## src/hw/clock_output_consts.svh

```systemverilog
// Offsets, field positions, reset values and step sizes for the output
// channel configuration bank. Definitions only.
`ifndef CLOCK_OUTPUT_CONSTS_SVH
`define CLOCK_OUTPUT_CONSTS_SVH

`define PAGE_SELECT_ADDR 8'hFF
`define OUTPUT_PAGE_NUMBER 8'h01
`define OUT0B_DIVIDER_MID_ADDR 8'h60
`define OUT0B_DELAY_SUPPLY_ADDR 8'h64
`define OUT0B_DRIVER_STANDARD_ADDR 8'h65
`define OUT0B_TERMINATION_MODE_ADDR 8'h67
`define OUT1B_DIVIDER_HIGH_ADDR 8'h68
`define OUT1B_DIVIDER_MID_ADDR 8'h69
`define OUT1B_DIVIDER_LOW_ADDR 8'h6A
`define OUT1B_PHASE_STRENGTH_ADDR 8'h6B

`define REG_RESET_VALUE 8'h00
`define UNMAPPED_READ_VALUE 8'h00

`define COARSE_DELAY_MSB 5
`define COARSE_DELAY_LSB 0
`define FINE_DELAY_MSB 7
`define FINE_DELAY_LSB 6
`define SUPPLY_SELECT_MSB 4
`define SUPPLY_SELECT_LSB 3
`define DRIVER_STANDARD_MSB 2
`define DRIVER_STANDARD_LSB 0
`define FINE_DELAY_EXT_BIT 4
`define DIVIDER_TOP_MSB 7
`define DIVIDER_TOP_LSB 6
`define TERMINATION_MSB 3
`define TERMINATION_LSB 0
`define DIVIDER_NIBBLE_MSB 3
`define DIVIDER_NIBBLE_LSB 0
`define PHASE_SELECT_MSB 7
`define PHASE_SELECT_LSB 6
`define SE_STRENGTH_MSB 2
`define SE_STRENGTH_LSB 0

`define FINE_STEP_PS 8'h1E
`define FINE_MAX_STEPS 3'h4
`define SE_STRENGTH_RECOMMENDED 3'h7

`endif

```

## src/hw/clock_output_pkg.sv

```systemverilog
// Types shared by the output channel configuration bank and its decoder.
// Assumes the constants header supplies every numeric value.
package clock_output_pkg;

  typedef enum logic [1:0] {
    SUPPLY_1V8,
    SUPPLY_2V5,
    SUPPLY_3V3,
    SUPPLY_RESERVED
  } supply_t;

  typedef enum logic [2:0] {
    DRIVER_LVDS,
    DRIVER_LVPECL_CM,
    DRIVER_CML,
    DRIVER_HCSL,
    DRIVER_LVDS_BOOSTED,
    DRIVER_LVPECL_NO_CM,
    DRIVER_RESERVED6,
    DRIVER_RESERVED7
  } driver_t;

  typedef enum logic [2:0] {
    TERM_DIFF_EXTERNAL,
    TERM_DIFF_PULL_UP,
    TERM_DIFF_PULL_DOWN,
    TERM_CMOS_POSITIVE,
    TERM_CMOS_NEGATIVE,
    TERM_CMOS_BOTH,
    TERM_UNDEFINED
  } term_t;

  typedef enum logic {
    PHASE_TRUE,
    PHASE_COMPLEMENT
  } phase_t;

endpackage

```

## src/hw/output_mode_decode.sv

```systemverilog
// Decodes a termination field and a single-ended phase select into pad
// behaviour. Purely combinational; inputs come from configuration flops.
`timescale 1ns/1ps
`include "clock_output_consts.svh"

module output_mode_decode (
  input wire logic [3:0] terminationCode, // Termination/single-ended field
  input wire logic [1:0] phaseSelect, // Single-ended phase select
  output clock_output_pkg::term_t terminationMode, // Decoded mode
  output logic differentialMode, // Pads run as a differential pair
  output logic positivePinDriveEn_n, // Low while positive pin drives CMOS
  output logic negativePinDriveEn_n, // Low while negative pin drives CMOS
  output clock_output_pkg::phase_t positivePadSource, // Phase on positive pad
  output clock_output_pkg::phase_t negativePadSource // Phase on negative pad
);

  always_comb
  begin
    case (terminationCode)
      4'h0: terminationMode = clock_output_pkg::TERM_DIFF_EXTERNAL;
      4'h2: terminationMode = clock_output_pkg::TERM_DIFF_PULL_UP;
      4'h1: terminationMode = clock_output_pkg::TERM_DIFF_PULL_DOWN;
      4'h4: terminationMode = clock_output_pkg::TERM_CMOS_POSITIVE;
      4'h8: terminationMode = clock_output_pkg::TERM_CMOS_NEGATIVE;
      4'hC: terminationMode = clock_output_pkg::TERM_CMOS_BOTH;
      default: terminationMode = clock_output_pkg::TERM_UNDEFINED;
    endcase
  end

  // Undefined codes park both pads idle rather than guess a standard
  always_comb
  begin
    differentialMode = 1'b0;
    positivePinDriveEn_n = 1'b1;
    negativePinDriveEn_n = 1'b1;
    case (terminationMode)
      clock_output_pkg::TERM_DIFF_EXTERNAL,
      clock_output_pkg::TERM_DIFF_PULL_UP,
      clock_output_pkg::TERM_DIFF_PULL_DOWN:
        differentialMode = 1'b1;
      clock_output_pkg::TERM_CMOS_POSITIVE:
        positivePinDriveEn_n = 1'b0;
      clock_output_pkg::TERM_CMOS_NEGATIVE:
        negativePinDriveEn_n = 1'b0;
      clock_output_pkg::TERM_CMOS_BOTH:
      begin
        positivePinDriveEn_n = 1'b0;
        negativePinDriveEn_n = 1'b0;
      end
      default:
        differentialMode = 1'b0;
    endcase
  end

  always_comb
  begin
    case (phaseSelect)
      2'h0:
      begin
        positivePadSource = clock_output_pkg::PHASE_TRUE;
        negativePadSource = clock_output_pkg::PHASE_COMPLEMENT;
      end
      2'h1:
      begin
        positivePadSource = clock_output_pkg::PHASE_TRUE;
        negativePadSource = clock_output_pkg::PHASE_TRUE;
      end
      default:
      begin
        positivePadSource = clock_output_pkg::PHASE_COMPLEMENT;
        negativePadSource = clock_output_pkg::PHASE_COMPLEMENT;
      end
    endcase
  end

endmodule

```

## src/hw/clock_output_channel_config.sv

```systemverilog
// Paged configuration bank for output channels 0B and 1B.
// Assumes a byte-wide register port from the device's serial front end,
// on the same clock; page select sits at FFh on every page.
//
// What this block does
// - Channel 0B coarse delay is six-bit code times one VCO period, 0..63.
// - Delay byte bits 7:6 give zero to three 30 ps fine steps.
// - Driver register bit 4 extends fine code to three bits, 0..4 steps.
// - Supply select bits 4:3: 00 is 1.8 V, 01 2.5 V, 10 3.3 V.
// - Three-bit driver standard: LVDS, LVPECL, CML, HCSL, boosted LVDS, LVPECL2.
// - Driver register bits 7:6 supply channel 0B divider bits 25:24.
// - Termination value 0000 means differential with external termination.
// - 0010 is differential with pull-up; 0001 differential with pull-down.
// - 0100 CMOS on positive pin, 1000 on negative, 1100 on both.
// - Channel 1B divider bits 19:0 come from 68h nibble, 69h, 6Ah.
// - Phase select: 00 true/complement, 01 true on both, 1x complement both.
// - Writing FFh selects the page; FFh is readable and writable everywhere.
// - Register 60h supplies channel 0B divider bits 23:16.
`timescale 1ns/1ps
`include "clock_output_consts.svh"

module clock_output_channel_config (
  input wire logic clk, // 25 MHz clock
  input wire logic reset_n, // Synchronous reset, active low
  input wire logic [7:0] regAddr, // Register number within page
  input wire logic regWrite, // Write strobe, one cycle
  input wire logic [7:0] regWriteData, // Write data
  input wire logic regRead, // Read strobe, one cycle
  output logic [7:0] regReadData, // Read data, valid cycle after strobe
  output logic regReadValid, // Pulse with read data
  output logic [7:0] activePage, // Current page number
  output logic [5:0] out0bCoarseDelayCode, // VCO periods of coarse delay
  output logic [2:0] out0bFineDelayCode, // Three-bit fine delay code
  output logic [2:0] out0bFineDelaySteps, // Fine steps actually applied
  output logic [7:0] out0bFineDelayPs, // Fine delay in picoseconds
  output clock_output_pkg::supply_t out0bOutputSupplySelect, // Supply level
  output clock_output_pkg::driver_t out0bDriverStandardSelect, // Driver standard
  output logic out0bDriverStandardValid, // Code names a real standard
  output logic [9:0] out0bOutputDividerRatioTop, // Divider bits 25:16
  output clock_output_pkg::term_t out0bTerminationMode, // Decoded termination
  output logic out0bDifferentialMode, // Differential pair active
  output logic out0bPositivePinDriveEn_n, // Low while positive pin drives
  output logic out0bNegativePinDriveEn_n, // Low while negative pin drives
  output logic [19:0] out1bOutputDividerRatioLow, // Divider bits 19:0
  output clock_output_pkg::phase_t out1bPositivePadSource, // Positive pad phase
  output clock_output_pkg::phase_t out1bNegativePadSource, // Negative pad phase
  output logic [2:0] out1bSingleEndedStrength, // Single-ended drive strength
  output logic out1bStrengthRecommended // Strength equals recommended 7
);

  typedef struct packed {
    logic [7:0] page;
    logic [7:0] out0bDividerMid;
    logic [7:0] out0bDelaySupply;
    logic [7:0] out0bDriverStandard;
    logic [7:0] out0bTerminationMode;
    logic [7:0] out1bDividerHigh;
    logic [7:0] out1bDividerMid;
    logic [7:0] out1bDividerLow;
    logic [7:0] out1bPhaseStrength;
    logic [7:0] readData;
    logic readValid;
  } state_t;

  state_t state_ff;
  state_t nxt_state;
  logic onOutputPage;
  logic [7:0] readMux;
  logic [2:0] fineCode;

  // Page register answers on every page; bank registers only on their own
  function automatic logic bankHit(input logic [7:0] addr, input logic [7:0] target,
                                   input logic pageOk);
    bankHit = pageOk && (addr == target);
  endfunction

  assign onOutputPage = (state_ff.page == `OUTPUT_PAGE_NUMBER);

  always_comb
  begin
    readMux = `UNMAPPED_READ_VALUE;
    if (regAddr == `PAGE_SELECT_ADDR)
      readMux = state_ff.page;
    else if (bankHit(regAddr, `OUT0B_DIVIDER_MID_ADDR, onOutputPage))
      readMux = state_ff.out0bDividerMid;
    else if (bankHit(regAddr, `OUT0B_DELAY_SUPPLY_ADDR, onOutputPage))
      readMux = state_ff.out0bDelaySupply;
    else if (bankHit(regAddr, `OUT0B_DRIVER_STANDARD_ADDR, onOutputPage))
      readMux = state_ff.out0bDriverStandard;
    else if (bankHit(regAddr, `OUT0B_TERMINATION_MODE_ADDR, onOutputPage))
      readMux = state_ff.out0bTerminationMode;
    else if (bankHit(regAddr, `OUT1B_DIVIDER_HIGH_ADDR, onOutputPage))
      readMux = state_ff.out1bDividerHigh;
    else if (bankHit(regAddr, `OUT1B_DIVIDER_MID_ADDR, onOutputPage))
      readMux = state_ff.out1bDividerMid;
    else if (bankHit(regAddr, `OUT1B_DIVIDER_LOW_ADDR, onOutputPage))
      readMux = state_ff.out1bDividerLow;
    else if (bankHit(regAddr, `OUT1B_PHASE_STRENGTH_ADDR, onOutputPage))
      readMux = state_ff.out1bPhaseStrength;
  end

  always_comb
  begin
    nxt_state = state_ff;
    nxt_state.readValid = regRead;
    if (regRead)
      nxt_state.readData = readMux;
    if (regWrite)
    begin
      if (regAddr == `PAGE_SELECT_ADDR)
        nxt_state.page = regWriteData;
      if (bankHit(regAddr, `OUT0B_DIVIDER_MID_ADDR, onOutputPage))
        nxt_state.out0bDividerMid = regWriteData;
      if (bankHit(regAddr, `OUT0B_DELAY_SUPPLY_ADDR, onOutputPage))
        nxt_state.out0bDelaySupply = regWriteData;
      if (bankHit(regAddr, `OUT0B_DRIVER_STANDARD_ADDR, onOutputPage))
        nxt_state.out0bDriverStandard = regWriteData;
      if (bankHit(regAddr, `OUT0B_TERMINATION_MODE_ADDR, onOutputPage))
        nxt_state.out0bTerminationMode = regWriteData;
      if (bankHit(regAddr, `OUT1B_DIVIDER_HIGH_ADDR, onOutputPage))
        nxt_state.out1bDividerHigh = regWriteData;
      if (bankHit(regAddr, `OUT1B_DIVIDER_MID_ADDR, onOutputPage))
        nxt_state.out1bDividerMid = regWriteData;
      if (bankHit(regAddr, `OUT1B_DIVIDER_LOW_ADDR, onOutputPage))
        nxt_state.out1bDividerLow = regWriteData;
      if (bankHit(regAddr, `OUT1B_PHASE_STRENGTH_ADDR, onOutputPage))
        nxt_state.out1bPhaseStrength = regWriteData;
    end
  end

  always_ff @(posedge clk)
  begin
    if (!reset_n)
    begin
      state_ff.page <= `REG_RESET_VALUE;
      state_ff.out0bDividerMid <= `REG_RESET_VALUE;
      state_ff.out0bDelaySupply <= `REG_RESET_VALUE;
      state_ff.out0bDriverStandard <= `REG_RESET_VALUE;
      state_ff.out0bTerminationMode <= `REG_RESET_VALUE;
      state_ff.out1bDividerHigh <= `REG_RESET_VALUE;
      state_ff.out1bDividerMid <= `REG_RESET_VALUE;
      state_ff.out1bDividerLow <= `REG_RESET_VALUE;
      state_ff.out1bPhaseStrength <= `REG_RESET_VALUE;
      state_ff.readData <= `REG_RESET_VALUE;
      state_ff.readValid <= 1'b0;
    end
    else
      state_ff <= nxt_state;
  end

  assign regReadData = state_ff.readData;
  assign regReadValid = state_ff.readValid;
  assign activePage = state_ff.page;

  assign out0bCoarseDelayCode =
    state_ff.out0bDelaySupply[`COARSE_DELAY_MSB:`COARSE_DELAY_LSB];

  // The two delay-byte bits are the low part; bit 4 of the driver register tops it
  assign fineCode = {state_ff.out0bDriverStandard[`FINE_DELAY_EXT_BIT],
                     state_ff.out0bDelaySupply[`FINE_DELAY_MSB:`FINE_DELAY_LSB]};
  assign out0bFineDelayCode = fineCode;

  // Codes above four have no defined step count, so clamp at the largest one
  assign out0bFineDelaySteps = (fineCode > `FINE_MAX_STEPS) ? `FINE_MAX_STEPS : fineCode;

  always_comb
  begin
    out0bFineDelayPs = 8'h00;
    case (out0bFineDelaySteps)
      3'h1: out0bFineDelayPs = `FINE_STEP_PS;
      3'h2: out0bFineDelayPs = 8'(`FINE_STEP_PS * 2);
      3'h3: out0bFineDelayPs = 8'(`FINE_STEP_PS * 3);
      3'h4: out0bFineDelayPs = 8'(`FINE_STEP_PS * 4);
      default: out0bFineDelayPs = 8'h00;
    endcase
  end

  assign out0bOutputSupplySelect = clock_output_pkg::supply_t'(
    state_ff.out0bDelaySupply[`SUPPLY_SELECT_MSB:`SUPPLY_SELECT_LSB]);

  assign out0bDriverStandardSelect = clock_output_pkg::driver_t'(
    state_ff.out0bDriverStandard[`DRIVER_STANDARD_MSB:`DRIVER_STANDARD_LSB]);

  always_comb
  begin
    case (out0bDriverStandardSelect)
      clock_output_pkg::DRIVER_RESERVED6,
      clock_output_pkg::DRIVER_RESERVED7:
        out0bDriverStandardValid = 1'b0;
      default:
        out0bDriverStandardValid = 1'b1;
    endcase
  end

  assign out0bOutputDividerRatioTop = {
    state_ff.out0bDriverStandard[`DIVIDER_TOP_MSB:`DIVIDER_TOP_LSB],
    state_ff.out0bDividerMid};

  // Upper nibble of 68h is left out on purpose
  assign out1bOutputDividerRatioLow = {
    state_ff.out1bDividerHigh[`DIVIDER_NIBBLE_MSB:`DIVIDER_NIBBLE_LSB],
    state_ff.out1bDividerMid,
    state_ff.out1bDividerLow};

  assign out1bSingleEndedStrength =
    state_ff.out1bPhaseStrength[`SE_STRENGTH_MSB:`SE_STRENGTH_LSB];
  assign out1bStrengthRecommended = (out1bSingleEndedStrength == `SE_STRENGTH_RECOMMENDED);

  // Channel 0B supplies the termination decode; channel 1B supplies the phase select
  output_mode_decode modeDecode (
    .terminationCode(state_ff.out0bTerminationMode[`TERMINATION_MSB:`TERMINATION_LSB]),
    .phaseSelect(state_ff.out1bPhaseStrength[`PHASE_SELECT_MSB:`PHASE_SELECT_LSB]),
    .terminationMode(out0bTerminationMode),
    .differentialMode(out0bDifferentialMode),
    .positivePinDriveEn_n(out0bPositivePinDriveEn_n),
    .negativePinDriveEn_n(out0bNegativePinDriveEn_n),
    .positivePadSource(out1bPositivePadSource),
    .negativePadSource(out1bNegativePadSource)
  );

endmodule

```

## config.mk

```make
export PLATFORM = sky130hd
export DESIGN_NAME = clock_output_channel_config
export DESIGN_NICKNAME = d
export VERILOG_FILES = /design/src/hw/clock_output_pkg.sv /design/src/hw/output_mode_decode.sv /design/src/hw/clock_output_channel_config.sv
export VERILOG_INCLUDE_DIRS = /design/src /design/src/hw
export SDC_FILE = /design/constraint.sdc
export NUM_CORES = 1
export LEC_CHECK = 0
export BUFFER_PORTS_ARGS = -buffer_cell sky130_fd_sc_hd__buf_2
export CAP_MARGIN = 20
export CORE_MARGIN = 3
export CORE_UTILIZATION = 33
export CTS_BUF_LIST = sky130_fd_sc_hd__clkbuf_4
export CTS_CLUSTER_DIAMETER = 30
export CTS_CLUSTER_SIZE = 25
export DETAILED_ROUTE_END_ITERATION = 8
export RECOVER_POWER = 25
export SLEW_MARGIN = 15
export SYNTH_ARGS = -nofsm -noshare
export SYNTH_HDL_FRONTEND = slang
export SYNTH_SLANG_ARGS = --single-unit
```

## constraint.sdc

```tcl
create_clock -name clk -period 2.1 [get_ports clk]
set_clock_uncertainty 0.05 [all_clocks]
set_input_delay 0.42 -clock clk [delete_from_list [all_inputs] [get_ports clk]]
set_output_delay 0.42 -clock clk [all_outputs]
set_load 0.01 [all_outputs]
```

==> impl_metrics.env, run 1 <==
export IMPL_outcome="finished clean"
export IMPL_period_needed_ns=2.02
export IMPL_ys_flop_type="dfxtp_1"
export IMPL_antenna_cells=0
export IMPL_dp_hpwl_um=9600
export IMPL_ant_nets=0
export IMPL_place_ws_ns=-0.102
export IMPL_design_area_mm2=0.00487
export IMPL_dp_cells=707
export IMPL_report_final_slew_viol_count=0
export IMPL_routabilityCongestion=0.853
export IMPL_port_buffers=102
export IMPL_core_area_mm2=0.0128
export IMPL_grtUsageTotal_pct=17.5
export IMPL_grt_met3_usage_pct=3.08
export IMPL_worstMarginPinSlew_ns=0.578
export IMPL_antenna_found_initial=0
export IMPL_p_leak_nw=2.03
export IMPL_seq_area_frac_synth_pct=36.9
export IMPL_post_route_cells_drive_above_1_share_pct=22.8
export IMPL_grt_max_degree=47
export IMPL_crit_required_ns=2.36
export IMPL_busiest_layer="met2"
export IMPL_fin_nets=568
export IMPL_fp_dieArea_mm2=0.0147
export IMPL_clkTransAtPathRegs_ns=0.15
export IMPL_startpoint_type="flip-flop"
export IMPL_rows=41
export IMPL_place_area_mm2=0.00469
export IMPL_slew_headroom_pct=60.4
export IMPL_drc=0
export IMPL_ioPinCount=105
export IMPL_synth_edf_count=0
export IMPL_endpoint_kind="flip-flop"
export IMPL_grt_setup_unrepaired="true"
export IMPL_ys_async_sr_fraction_pct=0
export IMPL_p_per_area_mw_per_mm2=615
export IMPL_max_cap_violations=0
export IMPL_ys_ff_latch=81
export IMPL_synthCells=505
export IMPL_numCtsBuffers=9
export IMPL_post_synth_instance_area_mm2=0.00440
export IMPL_hold_viol_final=0
export IMPL_cp_arrival_ns=2.28
export IMPL_setup_viol=0
export IMPL_grtUsageMet2_pct=28.4
export IMPL_synth_distinct_cells=47
export IMPL_synth_top_area_share_pct=36.9
export IMPL_cts_htree_levels=3
export IMPL_vias=3617
export IMPL_hp_class="input pin to flip-flop"
export IMPL_cts_root_buffer="clkbuf_4"
export IMPL_clk_latency_ns=0.43
export IMPL_worst_slack_ns=0.0848
export IMPL_yosysTopAreaCell="dfxtp_1"
export IMPL_area_growth_pct=10.7
export IMPL_syn_avg_cell_area_um2=8.71
export IMPL_die_w_um=121
export IMPL_routedWlPerCell_um=17.8
export IMPL_max_freq_mhz=496
export IMPL_cts_sinks=81
export IMPL_vdd_drop_max_uv=269
export IMPL_drtIter0Drc=233
export IMPL_clock_tree_buffer_depth=2
export IMPL_overflow=0
export IMPL_drt_pass1_iterations=5
export IMPL_critPathKind="flip-flop to flip-flop"
export IMPL_worstPathMaxFanout=7
export IMPL_synth_warnings=0
export IMPL_grt_first_pass_wirelength_um=19900
export IMPL_timing_final_crit_share_pct=96.0
export IMPL_first_global_vias=3476
export IMPL_drt_wl_total_um=12900
export IMPL_vias_per_cell=4.99
export IMPL_fp_dieH_um=121
export IMPL_stdcell_count=725
export IMPL_grtUsageMet1_pct=23.4
export IMPL_cts_tree="yes"
export IMPL_ys_top_cells_by_area="dfxtp_1 (37%), buf_4 (12%), mux2i_1 (11%), nor2b_1 (6.0%), nand2_1 (4.9%)"
export IMPL_initial_core_util_pct=34.3
[cell families after synthesis]
| group | count (synthesis) | share of synthesized area, % |
|---|---|---|
| flops | 81 | 36.9 |
| simple gates | 183 | 22.1 |
| xor+xnor | 1 | 0.199 |
| compound gates | 88 | 14.8 |
| buf+inv | 101 | 14.6 |
| mux | 50 | 11.4 |
| other cells | 1 | 0.0853 |
[layout make-up]
type                    count  area, um2
fillers                  1343       7960
multi-input cells         324       2140
flip-flops and latches     81       1620
repair buffers            129        677
well taps                 172        215
clock inverters             7        130
clock buffers               9       67.6
inverters                   3       11.3
[per-stage QoR]
stage	util [%]	TNS (ns)	hold WS (ns)	power (mW)
final	38.0	0	0.205	2.99
after detailed placement	36.6	-0.102	0.412	1.76
after global placement	36.6	-0.105	0.398	1.76
after global routing	38.0	0	0.203	3.08
after CTS	38.1	0	0.175	3.01
after floorplan	-	0	0.390	1.67
[cell usage after synthesis (all sizes together) (3+ instances only)]
cell / count
buf: 76
nor2b: 42
o41ai: 7
o21ai: 15
clkbuf: 22
o22ai: 7
a22o: 7
mux2i: 50
nand2: 58
inv: 3
nand4: 5
o21bai: 4
nor3b: 3
and2: 4
a21boi: 23
and3: 11
a31o: 9
nor2: 35
a221oi: 7
dfxtp: 81
nand3: 9
[worst max-delay path: stages (launching register included)]
cell and delay, ns:
dfxtp_1 0.42, and4bb_2 0.27, and3_1 0.28, and3_1 0.20, a2111oi_0 0.58, a311oi_1 0.11
[sequential cells by signal, summed over array words and instances (netlist names)]
register                    cells
activePage                      8
regReadValid                    1
out0bCoarseDelayCode            6
regReadData                     8
out1bOutputDividerRatioLow     20
out0bOutputDividerRatioTop     10
out0bFineDelayCode              3
out1bSingleEndedStrength        3
state_ff                       19
out0bDriverStandardSelect       3
[where the power goes]
| part | total, mW | internal, mW | switching [mW] | leakage [nW] |
|---|---|---|---|---|
| Sequential | 1.54 | 1.54 | 0.000678 | 0.652 |
| Clock | 1.26 | 0.628 | 0.632 | 0.105 |
| Combinational | 0.195 | 0.0694 | 0.125 | 1.27 |
| Total | 2.99 | 2.24 | 0.758 | 2.03 |
[path summary, 6_finish.rpt]
| check | from | slack [ns] | endpoint | cells past startpoint |
|---|---|---|---|---|
| worst max-delay path | activePage[4] | 0.08 | regReadData[3] | 5 |
| worst min-delay path | regRead | 0.20 | regReadValid | 2 |
| worst max register to register | activePage[4] | 0.08 | regReadData[3] | 5 |
| worst min register to register | state_ff[40] | 0.43 | state_ff[40] | 2 |
[placed cells by master (no fill, tap or decap), types with 3 or more instances in the layout]
cell type	instances
clkbuf_1	39
mux2i_1	50
nand4_1	3
and2_1	3
o41ai_1	7
nor2_1	35
clkbuf_4	9
nor3b_1	3
bufinv_16	3
inv_1	3
a21boi_0	23
buf_4	26
nand3_1	8
a31o_2	9
nor2b_1	42
nand2_1	57
a22o_1	7
buf_2	63
and3_1	11
dfxtp_1	81
o21bai_1	4
o21ai_0	15
a221oi_1	7
o22ai_1	7
[per-layer routing]
layer,share of wire [%],vias to the layer above
li1,-,1763
met1,45,1714
met2,46,128
met3,7.4,12
met4,1.5,0
met5,0,-
[what timing repair did]
| item | 4_1_cts | 5_1_grt |
|---|---|---|
| endpoints found under the setup margin | 0 | 17 |
| hold buffers | 0 | 0 |
| gates resized for setup | 0 | 1 |
| setup buffers | 0 | 2 |
Note: power is estimated with default switching activity, not from simulation.
==> run 2: changes to the inputs <==
--- a/config.mk
+++ b/config.mk
@@ -10,2 +10,3 @@
 export CAP_MARGIN = 20
+export CORE_ASPECT_RATIO = 0.5
 export CORE_MARGIN = 3
==> constraint.sdc (replaced) <==
create_clock -name clk -period 1.9 [get_ports clk]
set_clock_uncertainty 0.05 [all_clocks]
set_input_delay 0.19 -clock clk [delete_from_list [all_inputs] [get_ports clk]]
set_output_delay 0.19 -clock clk [all_outputs]
set_load 0.01 [all_outputs]
==> run 2 against run 1 <==
  * Global-route usage fell by 0.23 points
  * Combinational power is 16% higher
  * Die area increased by 0.58%
  * Count of clock-buffer cells in the layout is the same
  * Via count decreased by 0.22%
  * Power rose by 3.8%
  * Core utilization grew 0.90 points
  * Sequential cell count stayed put
  * Largest power group unchanged
==> impl_metrics.env, run 2 (synthesis results as in run 1) <==
export IMPL_worst_slack_ns=0.0982
export IMPL_worstPathMaxFanout=8
export IMPL_overflow=0
export IMPL_post_route_util_pct=38.8
export IMPL_fp_dieArea_mm2=0.0148
export IMPL_max_stage_delay_ns=0.36
export IMPL_first_global_vias=3403
export IMPL_rows=29
export IMPL_r2r_end="out1bOutputDividerRatioLow[10]"
export IMPL_p_sw_share_pct=25.6
export IMPL_antenna_cells=0
export IMPL_reg2reg_setup_slack_ns=0.1
export IMPL_p_per_area_mw_per_mm2=623
export IMPL_layout_common_cells="dfxtp_1 (81), buf_2 (63), nand2_1 (56), mux2i_1 (49), nor2b_1 (42)"
export IMPL_rr_startpoint="activePage[1]"
export IMPL_vdd_drop_max_uv=284
export IMPL_drt_wl_total_um=13000
export IMPL_timing_final_crit_share_pct=94.8
export IMPL_cts_sinks=81
export IMPL_crit_slowest_cell="dfxtp_1"
export IMPL_antenna_found_initial=0
export IMPL_ff2ff_path_depth=7
export IMPL_core_area_mm2=0.0128
export IMPL_holdPathStages=3
export IMPL_hold_viol_final=0
export IMPL_crit_required_ns=2.21
export IMPL_clkTransAtPathRegs_ns=0.13
export IMPL_grt_first_pass_wirelength_um=19600
export IMPL_hold_start="regWriteData[3]"
export IMPL_vias=3609
export IMPL_period_needed_ns=1.80
export IMPL_intPower_mw=2.31
export IMPL_ioPinCount=105
export IMPL_grt_max_degree=70
export IMPL_report_final_slew_viol_count=0
export IMPL_critPathKind="flip-flop to flip-flop"
export IMPL_clk_latency_ns=0.46
export IMPL_post_route_cells_drive_above_1_share_pct=25.4
export IMPL_die_w_um=169
export IMPL_worstMarginPinSlew_ns=0.624
export IMPL_area_growth_pct=13.5
export IMPL_outcome="finished clean"
export IMPL_pwr_share_seq_pct=54.7
export IMPL_routedWlPerCell_um=17.7
export IMPL_combPwrFrac_pct=7.3
export IMPL_place_ws_ns=-0.0657
export IMPL_p_sw_mw=0.795
export IMPL_largest_register_ffs=20
export IMPL_max_cap_violations=0
export IMPL_final_common_cell="dfxtp_1"
export IMPL_grtUsageTotal_pct=17.3
export IMPL_clkPwrFrac_pct=38.0
export IMPL_ant_nets=0
export IMPL_endpoint_kind="flip-flop"
export IMPL_max_freq_mhz=555
export IMPL_vias_per_cell=4.90
export IMPL_fin_nets=581
export IMPL_hp_class="input pin to flip-flop"
export IMPL_numCtsBuffers=9
export IMPL_cts_htree_levels=3
export IMPL_cts_tree="yes"
export IMPL_drt_pass1_iterations=4
export IMPL_fin_tns_setup_ns=0
export IMPL_cp_top_family="simple AND/OR/NAND/NOR gates"
export IMPL_fp_dieH_um=87.6
export IMPL_cts_root_buffer="clkbuf_4"
export IMPL_clock_tree_buffer_depth=2
export IMPL_min_to="state_ff[12]"
export IMPL_drc=0
export IMPL_startpoint_type="flip-flop"
export IMPL_port_buffers=102
export IMPL_setup_viol=0
export IMPL_cp_arrival_ns=2.11
export IMPL_routabilityCongestion=0.856
export IMPL_initial_core_util_pct=34.2
export IMPL_slew_headroom_pct=58.4
export IMPL_drtIter0Drc=262
export IMPL_critPathBufInv=2
export IMPL_dp_hpwl_um=9430
export IMPL_p_leak_nw=2.10
export IMPL_path_cells="nor4b_4 > nand4_1 > buf_4 > nor3b_2 > buf_6 > mux2i_2 > nor2b_1"
export IMPL_holdWs_ns=0.0273
export IMPL_fin_total_pwr_mw=3.11
## run 2: changes by cell type in the layout (fill, tap and decap cells not counted), sizes merged
| cell | before | now |
|---|---|---|
| bufinv | 3 | 2 |
| clkinv | 0 | 4 |
| dlygate4sd3 | 0 | 2 |
| buf | 90 | 101 |
| inv | 7 | 3 |
| clkinvlp | 0 | 1 |
## run 2: area by class of cell
class                   count  area, um2
clock inverters             7       95.1
clock buffers               9       67.6
fillers                  1336       7860
flip-flops and latches     81       1620
multi-input cells         324       2180
well taps                 170        213
repair buffers            142        800
inverters                   3       11.3
## run 2: how the worst max path moves through the flow
stage                                endpoint          start  cells after the start
3_3_place_gp                   regReadData[7]     regAddr[2]                      7
6_report       out1bOutputDividerRatioLow[10]  activePage[1]                      7
4_1_cts                          state_ff[38]  activePage[1]                      5
3_5_place_dp                   regReadData[7]     regAddr[2]                      7
5_1_grt         out1bOutputDividerRatioLow[8]  activePage[1]                      7
2_1_floorplan   out0bOutputDividerRatioTop[9]  activePage[5]                      6
## run 2: worst register-to-register path: stages (launching register included)
cell and delay [ns]:
dfxtp_1 0.36, nor4b_4 0.33, nand4_1 0.13, buf_4 0.19
nor3b_2 0.19, buf_6 0.19, mux2i_2 0.22, nor2b_1 0.06
## run 2: power by group through the flow
stage / combinational [mW] / clock [mW] / sequential (mW)
2_1_floorplan: 0.110 / 0 / 1.74
3_3_place_gp: 0.216 / 0 / 1.74
3_5_place_dp: 0.216 / 0 / 1.74
4_1_cts: 0.221 / 1.20 / 1.70
5_1_grt: 0.243 / 1.27 / 1.70
6_report: 0.227 / 1.18 / 1.70
## run 2: what timing repair did
item                       in CTS  in global routing
cloned                          0                  0
pin swaps                       0                  2
hold endpoints to repair        1                  0
gates resized for setup         2                 15
setup buffers                   0                  1
hold buffers                    2                  0
setup endpoints to repair       7                 61
## run 2: metrics by stage
stage	std cells	area [um2]
global placement	717	4790
finish	736	4990
detailed placement	717	4790
CTS	735	4980
global route	736	4990
floorplan	506	4400
## run 2: routing by layer
layer	GRT usage [%]	vias to the layer above	routed length, um
li1	-	1786	-
met1	23.8	1718	6280
met2	27.1	100	5820
met3	4.73	5	829
met4	4.01	0	88
met5	0	-	0
